$ cat src/clock_power_params.svh
/*
 * Constants for the clock and power configuration register bank:
 * register offsets, field positions, reset values and divider codes.
 * Assumes it is included by bare name from the register bank files.
 */
`ifndef CLOCK_POWER_PARAMS_SVH
`define CLOCK_POWER_PARAMS_SVH

// Register offsets on the serial control port
`define OFS_POWER_MODE_SELECT   8'h37
`define OFS_TIMESTAMP_CTRL      8'h3B
`define OFS_REF_OUTPUT_CTRL     8'h3C
`define OFS_SYNTH_DIV_A         8'h3D
`define OFS_SYNTH_DIV_B         8'h3E
`define OFS_OSC_BIAS_CTRL       8'h3F

// Reset values
`define RST_POWER_MODE_SELECT   8'h4B
`define RST_TIMESTAMP_CTRL      8'h00
`define RST_REF_OUTPUT_CTRL     8'h01
`define RST_SYNTH_DIV_A         8'h00
`define RST_SYNTH_DIV_B         8'h20
`define RST_OSC_BIAS_CTRL       8'h4F

// Power mode codes
`define PWR_CODE_LOW_POWER      8'h46
`define PWR_CODE_HIGH_PERF      8'h4B

// Field positions
`define BIT_STAMP_RECEIVER_ON   0
`define BIT_STAMP_PECL_MODE     1
`define BIT_REF_OUTPUT_ON       0
`define FLD_DIV_V_HI            1
`define FLD_DIV_V_LO            0
`define FLD_DIV_P_HI            3
`define FLD_DIV_P_LO            2
`define FLD_DIV_N_HI            5
`define FLD_DIV_N_LO            0
`define FLD_BIAS_HI             6
`define FLD_BIAS_LO             0

// Divider ratios selected by the two-bit codes
`define DIV_V_CODE0_RATIO       3'h5
`define DIV_V_CODE1_RATIO       3'h4
`define DIV_V_CODE2_RATIO       3'h3
`define DIV_P_CODE0_RATIO       3'h1
`define DIV_P_CODE1_RATIO       3'h2
`define DIV_P_CODE2_RATIO       3'h4
`define DIV_RESERVED_RATIO      3'h0

`endif

$ cat src/clock_power_pkg.sv
/*
 * Types shared by the clock and power configuration register bank.
 * Assumes nothing beyond a SystemVerilog compiler.
 */
package clock_power_pkg;
    typedef logic [7:0] reg_byte_t;
    typedef logic [2:0] ratio_t;
    typedef enum logic [1:0] {
        PWR_HIGH_PERF = 2'h0,
        PWR_LOW_POWER = 2'h1,
        PWR_RESERVED  = 2'h3
    } power_mode_e;
endpackage

$ cat src/clock_power_config_regs.sv
/*
 * Clock and power configuration register bank: power mode select,
 * timestamp input control, reference output control, synthesizer
 * feedback dividers and oscillator bias.
 * Assumes the serial control port logic delivers one-cycle write and
 * read strobes with an 8-bit address on the same clock.
 */
// Functional notes
// - Timestamp bit 0 turns receiver on
// - Timestamp bit 1 selects PECL input mode
// - Reference output on with synthesizer, resets on
// - Second divider codes give 1, 2, 4
// - First divider codes give 5, 4, 3
// - First divider output feeds second divider
// - Third divider divides by value 1..63
// - Third divider makes the PFD feedback clock
`timescale 1ns/1ps
`default_nettype none
`include "clock_power_params.svh"

module clock_power_config_regs (
    // Clock and reset
    input  wire logic                          clock,
    input  wire logic                          rst,
    input  wire logic                          clk_en,
    // Serial control port register access
    input  wire logic [7:0]                    reg_addr,
    input  wire logic                          reg_wr,
    input  wire logic [7:0]                    reg_wdata,
    input  wire logic                          reg_rd,
    output logic [7:0]                         reg_rdata,
    output logic                               reg_hit,
    // Device state used by the outputs
    input  wire logic                          synth_enable,
    // Power mode
    output logic [7:0]                         power_mode_code,
    output var   clock_power_pkg::power_mode_e power_mode,
    // Timestamp input
    output logic                               stamp_receiver_on,
    output logic                               stamp_input_pecl_mode,
    // Reference clock output
    output logic                               ref_output_on,
    output logic                               ref_output_active,
    // Synthesizer feedback chain
    output var   clock_power_pkg::ratio_t      div_v_ratio,
    output var   clock_power_pkg::ratio_t      div_p_ratio,
    output logic [5:0]                         div_n_ratio,
    output logic [11:0]                        loop_ratio,
    output logic                               div_setting_valid,
    // Oscillator bias
    output logic [6:0]                         oscillator_bias
);

    ////////////////////////////////////////////////////////////////////
    // Register storage, one byte per register
    localparam int NREG = 6;

    // Index of each register in the storage array, in address order;
    // the names keep the field slices below readable
    localparam int IDX_POWER  = 0;
    localparam int IDX_STAMP  = 1;
    localparam int IDX_REFOUT = 2;
    localparam int IDX_DIV_A  = 3;
    localparam int IDX_DIV_B  = 4;
    localparam int IDX_BIAS   = 5;

    clock_power_pkg::reg_byte_t regs_r   [NREG];
    clock_power_pkg::reg_byte_t regs_nxt [NREG];
    logic [NREG-1:0]            sel;
    logic [7:0]                 rdata_r;
    logic [7:0]                 rdata_nxt;
    logic                       hit_r;
    logic                       hit_nxt;
    logic                       wr_take;
    logic                       rd_take;
    logic [1:0]                 div_v_code;
    logic [1:0]                 div_p_code;
    logic [5:0]                 div_n_value;

    // Address to register index; decoded for both write and read paths.
    // At most one bit set, since the offsets are all distinct; an unmapped address sets none
    function automatic logic [NREG-1:0] decode(input logic [7:0] a);
        logic [NREG-1:0] d;
        d             = '0;
        d[IDX_POWER]  = (a == `OFS_POWER_MODE_SELECT);
        d[IDX_STAMP]  = (a == `OFS_TIMESTAMP_CTRL);
        d[IDX_REFOUT] = (a == `OFS_REF_OUTPUT_CTRL);
        d[IDX_DIV_A]  = (a == `OFS_SYNTH_DIV_A);
        d[IDX_DIV_B]  = (a == `OFS_SYNTH_DIV_B);
        d[IDX_BIAS]   = (a == `OFS_OSC_BIAS_CTRL);
        return d;
    endfunction

    // Reset value per register index, reserved bits included
    function automatic logic [7:0] reset_value(input int idx);
        case (idx)
            IDX_POWER:  return `RST_POWER_MODE_SELECT;
            IDX_STAMP:  return `RST_TIMESTAMP_CTRL;
            IDX_REFOUT: return `RST_REF_OUTPUT_CTRL;
            IDX_DIV_A:  return `RST_SYNTH_DIV_A;
            IDX_DIV_B:  return `RST_SYNTH_DIV_B;
            default:    return `RST_OSC_BIAS_CTRL;
        endcase
    endfunction

    assign sel = decode(reg_addr);

    // Accesses only count while the clock enable lets state move; reset
    // is left out on purpose so a frozen bank still comes up in defaults
    assign wr_take = clk_en && reg_wr;
    assign rd_take = clk_en && reg_rd;

    ////////////////////////////////////////////////////////////////////
    // Write path: every bit stored as written, reserved ones included,
    // so software sees back exactly what it wrote; no code is filtered.
    // Reset is tested first, so a write during reset is lost, and an
    // unmapped write matches no select line and is dropped
    generate
        for (genvar i = 0; i < NREG; i++) begin : g_reg
            always_comb begin
                regs_nxt[i] = regs_r[i];
                if (rst) begin
                    regs_nxt[i] = reset_value(i);
                end else if (wr_take && sel[i]) begin
                    regs_nxt[i] = reg_wdata;
                end
            end

            always_ff @(posedge clock) begin
                regs_r[i] <= regs_nxt[i];
            end
        end
    endgenerate

    ////////////////////////////////////////////////////////////////////
    // Read path: registered data; unmapped addresses read zero.
    // The byte holds until the next taken read, so the port may fetch
    // it late; a read in the same cycle as a write to that byte sees
    // the old value, since the mux looks at the stored copy
    always_comb begin
        rdata_nxt = rdata_r;
        hit_nxt   = hit_r;
        if (rst) begin
            rdata_nxt = 8'h00;
            hit_nxt   = 1'b0;
        end else if (rd_take) begin
            rdata_nxt = 8'h00;
            for (int k = 0; k < NREG; k++) begin
                if (sel[k]) begin
                    rdata_nxt = regs_r[k];
                end
            end
            hit_nxt = |sel;
        end
    end

    always_ff @(posedge clock) begin
        rdata_r <= rdata_nxt;
        hit_r   <= hit_nxt;
    end

    assign reg_rdata = rdata_r;
    assign reg_hit   = hit_r;

    ////////////////////////////////////////////////////////////////////
    // Power mode: the raw code drives the analog; reserved codes are
    // flagged rather than blocked, since software owns the sequence.
    // The calibration and link enables live in other registers, so the
    // order of a mode change cannot be checked from here
    assign power_mode_code = regs_r[IDX_POWER];

    always_comb begin
        case (regs_r[IDX_POWER])
            `PWR_CODE_LOW_POWER: power_mode = clock_power_pkg::PWR_LOW_POWER;
            `PWR_CODE_HIGH_PERF: power_mode = clock_power_pkg::PWR_HIGH_PERF;
            default:             power_mode = clock_power_pkg::PWR_RESERVED;
        endcase
    end

    // Timestamp receiver enable and input mode; bits 7:2 steer nothing
    assign stamp_receiver_on     = regs_r[IDX_STAMP][`BIT_STAMP_RECEIVER_ON];
    assign stamp_input_pecl_mode = regs_r[IDX_STAMP][`BIT_STAMP_PECL_MODE];

    // Reference output follows the synthesizer enable when allowed;
    // it resets on because the host may derive its port clock from it
    assign ref_output_on     = regs_r[IDX_REFOUT][`BIT_REF_OUTPUT_ON];
    assign ref_output_active = ref_output_on && synth_enable;

    // Oscillator bias field; it comes up at its reset code, so software
    // must load the working code before the synthesizer is relied on
    assign oscillator_bias = regs_r[IDX_BIAS][`FLD_BIAS_HI:`FLD_BIAS_LO];

    ////////////////////////////////////////////////////////////////////
    // Feedback chain decode: first divider, then second, then third.
    // The reserved upper bits stay stored for read-back but steer nothing
    assign div_v_code  = regs_r[IDX_DIV_A][`FLD_DIV_V_HI:`FLD_DIV_V_LO];
    assign div_p_code  = regs_r[IDX_DIV_A][`FLD_DIV_P_HI:`FLD_DIV_P_LO];
    assign div_n_value = regs_r[IDX_DIV_B][`FLD_DIV_N_HI:`FLD_DIV_N_LO];

    feedback_div_decode u_div (
        .div_v_code        (div_v_code),
        .div_p_code        (div_p_code),
        .div_n_value       (div_n_value),
        .div_v_ratio       (div_v_ratio),
        .div_p_ratio       (div_p_ratio),
        .div_n_ratio       (div_n_ratio),
        .loop_ratio        (loop_ratio),
        .div_setting_valid (div_setting_valid)
    );

endmodule
`default_nettype wire

$ cat src/feedback_div_decode.sv
/*
 * Decodes the synthesizer feedback divider fields into ratios and
 * the total loop ratio of the feedback chain.
 * Assumes the fields come straight from the register flip-flops.
 */
`timescale 1ns/1ps
`default_nettype none
`include "clock_power_params.svh"

module feedback_div_decode (
    // Divider fields
    input  wire logic [1:0]                div_v_code,
    input  wire logic [1:0]                div_p_code,
    input  wire logic [5:0]                div_n_value,
    // Decoded ratios
    output var   clock_power_pkg::ratio_t  div_v_ratio,
    output var   clock_power_pkg::ratio_t  div_p_ratio,
    output logic [5:0]                     div_n_ratio,
    output logic [11:0]                    loop_ratio,
    output logic                           div_setting_valid
);

    ////////////////////////////////////////////////////////////////////
    // First divider: codes 0,1,2 give 5,4,3; code 3 reads as zero
    always_comb begin
        case (div_v_code)
            2'h0:    div_v_ratio = `DIV_V_CODE0_RATIO;
            2'h1:    div_v_ratio = `DIV_V_CODE1_RATIO;
            2'h2:    div_v_ratio = `DIV_V_CODE2_RATIO;
            default: div_v_ratio = `DIV_RESERVED_RATIO;
        endcase
    end

    // Second divider: codes 0,1,2 give 1,2,4; its output is the sample clock
    always_comb begin
        case (div_p_code)
            2'h0:    div_p_ratio = `DIV_P_CODE0_RATIO;
            2'h1:    div_p_ratio = `DIV_P_CODE1_RATIO;
            2'h2:    div_p_ratio = `DIV_P_CODE2_RATIO;
            default: div_p_ratio = `DIV_RESERVED_RATIO;
        endcase
    end

    // Third divider divides by its own value; zero is unsupported
    assign div_n_ratio = div_n_value;

    // Chain: first feeds second, second feeds third, third feeds the PFD
    // Each factor is widened first so the product cannot wrap at six bits
    assign loop_ratio = 12'(div_v_ratio) * 12'(div_p_ratio) * 12'(div_n_ratio);

    // A reserved code anywhere makes the chain setting invalid
    assign div_setting_valid = (div_v_ratio != `DIV_RESERVED_RATIO)
                            && (div_p_ratio != `DIV_RESERVED_RATIO)
                            && (div_n_value != 6'h00);

endmodule
`default_nettype wire

$ cat config.mk
export PLATFORM = sky130hd
export DESIGN_NAME = clock_power_config_regs
export DESIGN_NICKNAME = d
export VERILOG_FILES = /design/src/clock_power_pkg.sv /design/src/clock_power_config_regs.sv /design/src/feedback_div_decode.sv
export VERILOG_INCLUDE_DIRS = /design/src
export SDC_FILE = /design/constraint.sdc
export NUM_CORES = 1
export LEC_CHECK = 0
export BUFFER_PORTS_ARGS = -buffer_cell sky130_fd_sc_hd__buf_2
export CORE_MARGIN = 8
export CORE_UTILIZATION = 60
export CTS_BUF_LIST = sky130_fd_sc_hd__clkbuf_2 sky130_fd_sc_hd__clkbuf_4 sky130_fd_sc_hd__clkbuf_8
export DETAILED_ROUTE_END_ITERATION = 6
export HOLD_SLACK_MARGIN = 0.08
export PLACE_DENSITY = 0.87
export SLEW_MARGIN = 10
export SYNTH_ARGS = -nofsm -noshare
export SYNTH_HDL_FRONTEND = slang
export SYNTH_SLANG_ARGS = --single-unit
$ cat constraint.sdc
create_clock -name clock -period 12.5 [get_ports clock]
set_clock_uncertainty 0.05 [all_clocks]
set_input_delay 0.625 -clock clock [delete_from_list [all_inputs] [get_ports clock]]
set_output_delay 0.625 -clock clock [all_outputs]
set_load 0.01 [all_outputs]
* Word level (Yosys, flattened, before mapping) *
Memories as Yosys holds them, arrays and structs flattened.
Cells that the tools add are included.

word-level totals
  word-level logic and storage cells = 55
  memories kept = 1
  RAM bits = 48
  register bits after elaboration = 9
  input bits = 22

memories
  name    words  bits a word  read ports  clocked after Yosys merged registers in  wr ports  line                           RTL
  regs_r  6      8            6           0                                        6         clock_power_config_regs.sv:67  clock_power_pkg::reg_byte_t regs_r [NREG];

cells by class
  multiply operators = 2
  eq/ne operators = 12
  multiplexer cells = 21
  reduce and logical (&&, ||, !) cells = 17

operators with widths
  operator                                                                number
  8-bit two-way mux                                                       18
  8-bit by 6-bit equality test with 1-bit output (second input constant)  6
  3-bit one-hot mux with 3 select lines                                   2
  8-bit by 7-bit equality test with 1-bit output (second input constant)  2
  6-bit by 6-bit multiplier with 12-bit output                            1
  1-bit logical AND                                                       11
  3-bit by 3-bit multiplier with 6-bit output                             1
  3-bit nonzero test                                                      2
  6-bit nonzero test                                                      1
  6-bit OR reduction                                                      1
  2-bit by 1-bit equality test with 1-bit output (second input constant)  2
  2-bit equality test (second input constant)                             2
  2-bit zero test                                                         2
  2-bit one-hot mux with 2 select lines                                   1

* Logic depth before layout (Yosys ltp) *
  word-level depth = 7
  gate-level depth with buffers = 19

* Hierarchy *
From an unflattened synthesis, not the netlist that was laid out.

second synthesis, totals
  cells, all modules = 472
  area, all modules = 4379.2 µm²

by module, submodules not included
  module                   area each (µm²)  instances  cells each
  clock_power_config_regs  3031.7           1          314
  feedback_div_decode      1347.5           1          158

* Worst setup path after synthesis *
Ideal clock, no wire load.

  path kind = register -> output
  start point = mem regs_r[3][3] (netlist name)
  end point = out loop_ratio[11]
  stages on the path, launching flop included = 19
  setup slack = 6.747 ns
  arrival = 5.078 ns
  cell sequence = dfxtp_1 > nor2b_1 > nand2_1 > fa_1 > inv_1 > ha_1 > fa_1 > xor2_1 > and2_1 > fa_1 > inv_1 > fa_1 > fa_1 > inv_1 > ha_1 > a21oi_1 > o21a_1 > or4_1 > nand3_1

RTL lines
  item                line                           RTL
  start: declaration  clock_power_config_regs.sv:67
  end: declaration    clock_power_config_regs.sv:48  output logic [11:0] loop_ratio,

==> impl_metrics.toml <==
[clock_tree]
cts_resized = 0
clock_tree.htree_level_count = 3
clock_tree_from_tritoncts = "done"
ctsRootBufferMaster = "clkbuf_8"
cts.sink_count = 57
cts_setup_buffers = 0
ctsHoldBuffers = 0
ctsLongestPathBuffers = 2
cts_made_buffers = 9
worstSkewPairLatency_ns = 0.35
clk_pin_slew_ns = 0.07

[synthesis]
syn-cell-area_sq_mm = 0.00413
synth_fp_nets = 532
post_syn_area_per_cell_sq_um = 8.86
postSynthRegisterBits = 57
synth_top_area_share_pct = 27.6
post_synth_num_cell_types = 48
synth-warning-count = 0
synth_compound_gate_area_share_pct = 10.2
synth_fa_ha_area_share_pct = 16.8
synth_top_cells_by_area = "dfxtp_1 (28%), mux2i_1 (9.5%), fa_1 (9.2%), ha_1 (7.6%), nor2_1 (6.0%)"
synth_top_family_by_area = "simple AND/OR/NAND/NOR gates"
yosys.area_share.xor_xnor_pct = 1.49
synthesis.instances = 466
synth.mux.area_fraction_pct = 9.46
synth_seq_area_share_pct = 27.6
synth_largest_area_cell = "dfxtp_1"
yosys.area_share.simple_pct = 26.8

[sta]
finalWorstPathRequiredPeriod_ns = 6.45
final_hold_viol_count = 0
slew_headroom_pct = 24.4
tightest_slew_ns = 1.13
fmaxAchievable_mhz = 155
worst_slack_ns = 6.05
setup-violations-final = 0
finalMaxSlewViolations = 0
rsz0062_at_grt = "no"
share_of_the_clock_period_used_by_the_worst_path_pct = 51.6
fin_tns_setup_ns = 0

[power]
ir_drop_worst_case_vdd_mv = 0.0717
power.total_uw = 410
power_density_mw_per_mm2 = 88.2
p_leak_nw = 2.01

[routing]
final_routed_wire_length_divided_by_cell_count_um = 17.2
postRouteWirelength_mm = 10.3
detail_route.drc_violations = 0
route.vias.total = 3555
vias_cell = 5.91
antenna_left = 0
dr.pass1.iters = 4
drt_iter0_drc = 345

[floorplanning]
fp-row-count = 30
die-width_um = 98.9
fp.dieArea_sq_mm = 0.00979
floorplan.initialDensity_pct = 61.4
core_area_sq_mm = 0.00672
chip_height_um = 98.9
top_level_ports = 77

[global_routing]
grt_max_degree = 59
grt_pass1_wl_mm = 17.4
grt_overflow_total = 0
first_global_vias = 3578
grt_use_total_pct = 21.8
grt_antenna_before_repair = 0

[run]
drv_cap = 0

[setup_path]
worstPathArrival_ns = 5.77
crit_path_launch_type = "flip-flop"
crit_required_ns = 11.82
critPathCaptureType = "primary output"
crit_start = "regs_r[3][3]$_SDFFE_PP0P_"
timing.setup.critical_path_class = "flip-flop to primary output"
worstPathMaxFanout = 7
worst_r2r_startpoint = "regs_r[4][4]$_SDFFE_PP0P_"

[layout]
n_fill_cell = 538
layout.core_utilization_pct = 69.2
final_layout_size_suffix_gt1_share_pct = 19.2
synth_to_final_area_change_pct = 12.7
antenna_cells = 0
multi_input_area_sq_mm = 0.00268
layout.nets = 583
ff_latch_area_sq_mm = 0.00114

[min_path]
worst_hold_startpoint = "reg_hit$_SDFFE_PP0P_"
hold_class = "flip-flop to flip-flop"

[placed_design]
worst_slack_after_detailed_placement_ns = 6.46
place.port_buffers = 76
replace_congestion = 0.946
detailedPlacementHpwl_mm = 7.58

[status]
run_status = "finished, final reports clean"
==> metrics by stage <==
stage                     cell area (sq um)  cells  hold slack, ns
after floorplan                        4130    466           0.406
after global placement                 4420    586           0.391
after detailed placement               4420    586           0.391
after CTS                              4650    602           0.400
after global routing                   4650    602           0.442
final                                  4650    602           0.399
==> worst max-delay path: stages (launching register included) <==
cell     delay, ns
dfxtp_1       0.43
nor2b_1       0.26
nand2_1       0.12
fa_1          0.54
inv_1         0.04
ha_1          0.21
fa_1          0.38
xor2_1        0.32
and2_1        0.21
fa_1          0.41
inv_1         0.08
fa_1          0.45
fa_1          0.56
inv_1         0.05
ha_1          0.34
a21oi_1       0.11
o21a_1        0.22
or4_1         0.50
nand3_1       0.07
buf_2         0.13
==> layer usage <==
metal	share of wire, %	GRT usage, %	routed length, um
met1	45	28.3	4650
met2	46	33.8	4710
met3	7.8	7.19	809
met4	1.6	5.90	166
met5	0	0	0
==> synth_stat cells, drive strengths merged <==
master,n
a311oi,1
and4b,1
buf,19
and2,29
a2bb2oi,1
ha,25
nor3,6
a22oi,1
o221ai,1
xor2,4
nand3,4
a21oi,16
nand4bb,2
and3b,1
nand4b,1
o31ai,1
or3,1
clkbuf,19
nor4,18
a21boi,1
and3,1
a21o,1
o21a,1
o211ai,3
a2111oi,6
o21bai,2
nand2,16
nand2b,6
a221oi,1
xnor2,3
a211oi,6
nor3b,2
dfxtp,57
fa,19
or4,3
inv,28
nor4b,1
o21ai,6
nand3b,18
nor2b,17
a211o,11
nor2,66
o41ai,1
mux2i,39
==> cells in the final DEF (no fill, tap or decap), drive strengths merged, types with 2 or more instances in the layout <==
cell type  count
buf           78
xor2           4
mux2i         39
or4            3
a21oi         16
o21bai         2
nor3b          2
bufinv         2
and2          29
o211ai         3
nand3b        18
nor3           6
o21ai          6
a211o         11
clkinv         2
a211oi         6
nor2          66
nor4          18
a2111oi        6
clkbuf        11
xnor2          3
nor2b         17
fa            19
dfxtp         57
inv           28
nand3          4
ha            25
nand2b         6
nand4bb        2
nand2         16
==> worst paths after layout <==
path                                             endpoint  slack [ns]  depth (start not counted)
worst max-delay path                       loop_ratio[11]        6.05                         19
worst min-delay path                 reg_hit$_SDFFE_PP0P_        0.40                          2
worst max register to register  reg_rdata[4]$_SDFFE_PP0P_       10.89                          4
worst min register to register       reg_hit$_SDFFE_PP0P_        0.40                          2
==> cells by family after synthesis <==
kind of cell | Yosys count
and+or+nand+nor | 193
buffers and inverters | 66
AOI/OAI and AO/OA | 60
DFF | 57
adders and majority gates | 44
muxes | 39
xor gates and xnor gates | 7
==> sequential cells by signal (all words and copies together), names as in the netlist <==
signal / cells
reg_hit: 1
reg_rdata: 8
regs_r: 48
==> power breakdown <==
part | internal, mW | switching, mW | leakage [nW] | total [mW]
combinational | 0.00859 | 0.0197 | 1.44 | 0.0283
clock | 0.122 | 0.0759 | 0.115 | 0.198
sequential | 0.183 | 0.000690 | 0.460 | 0.184
total | 0.314 | 0.0963 | 2.01 | 0.410
==> layout make-up <==
class / instances / share of cell area, %
clock buffers: 11 / 3.26
clock inverters: 5 / 1.67
inverters: 28 / 2.26
multi-input cells: 343 / 57.6
flip-flops and latches: 57 / 24.5
well taps: 80 / 2.15
repair buffers: 78 / 8.50
No activity file was read; power rests on OpenSTA's default activity.
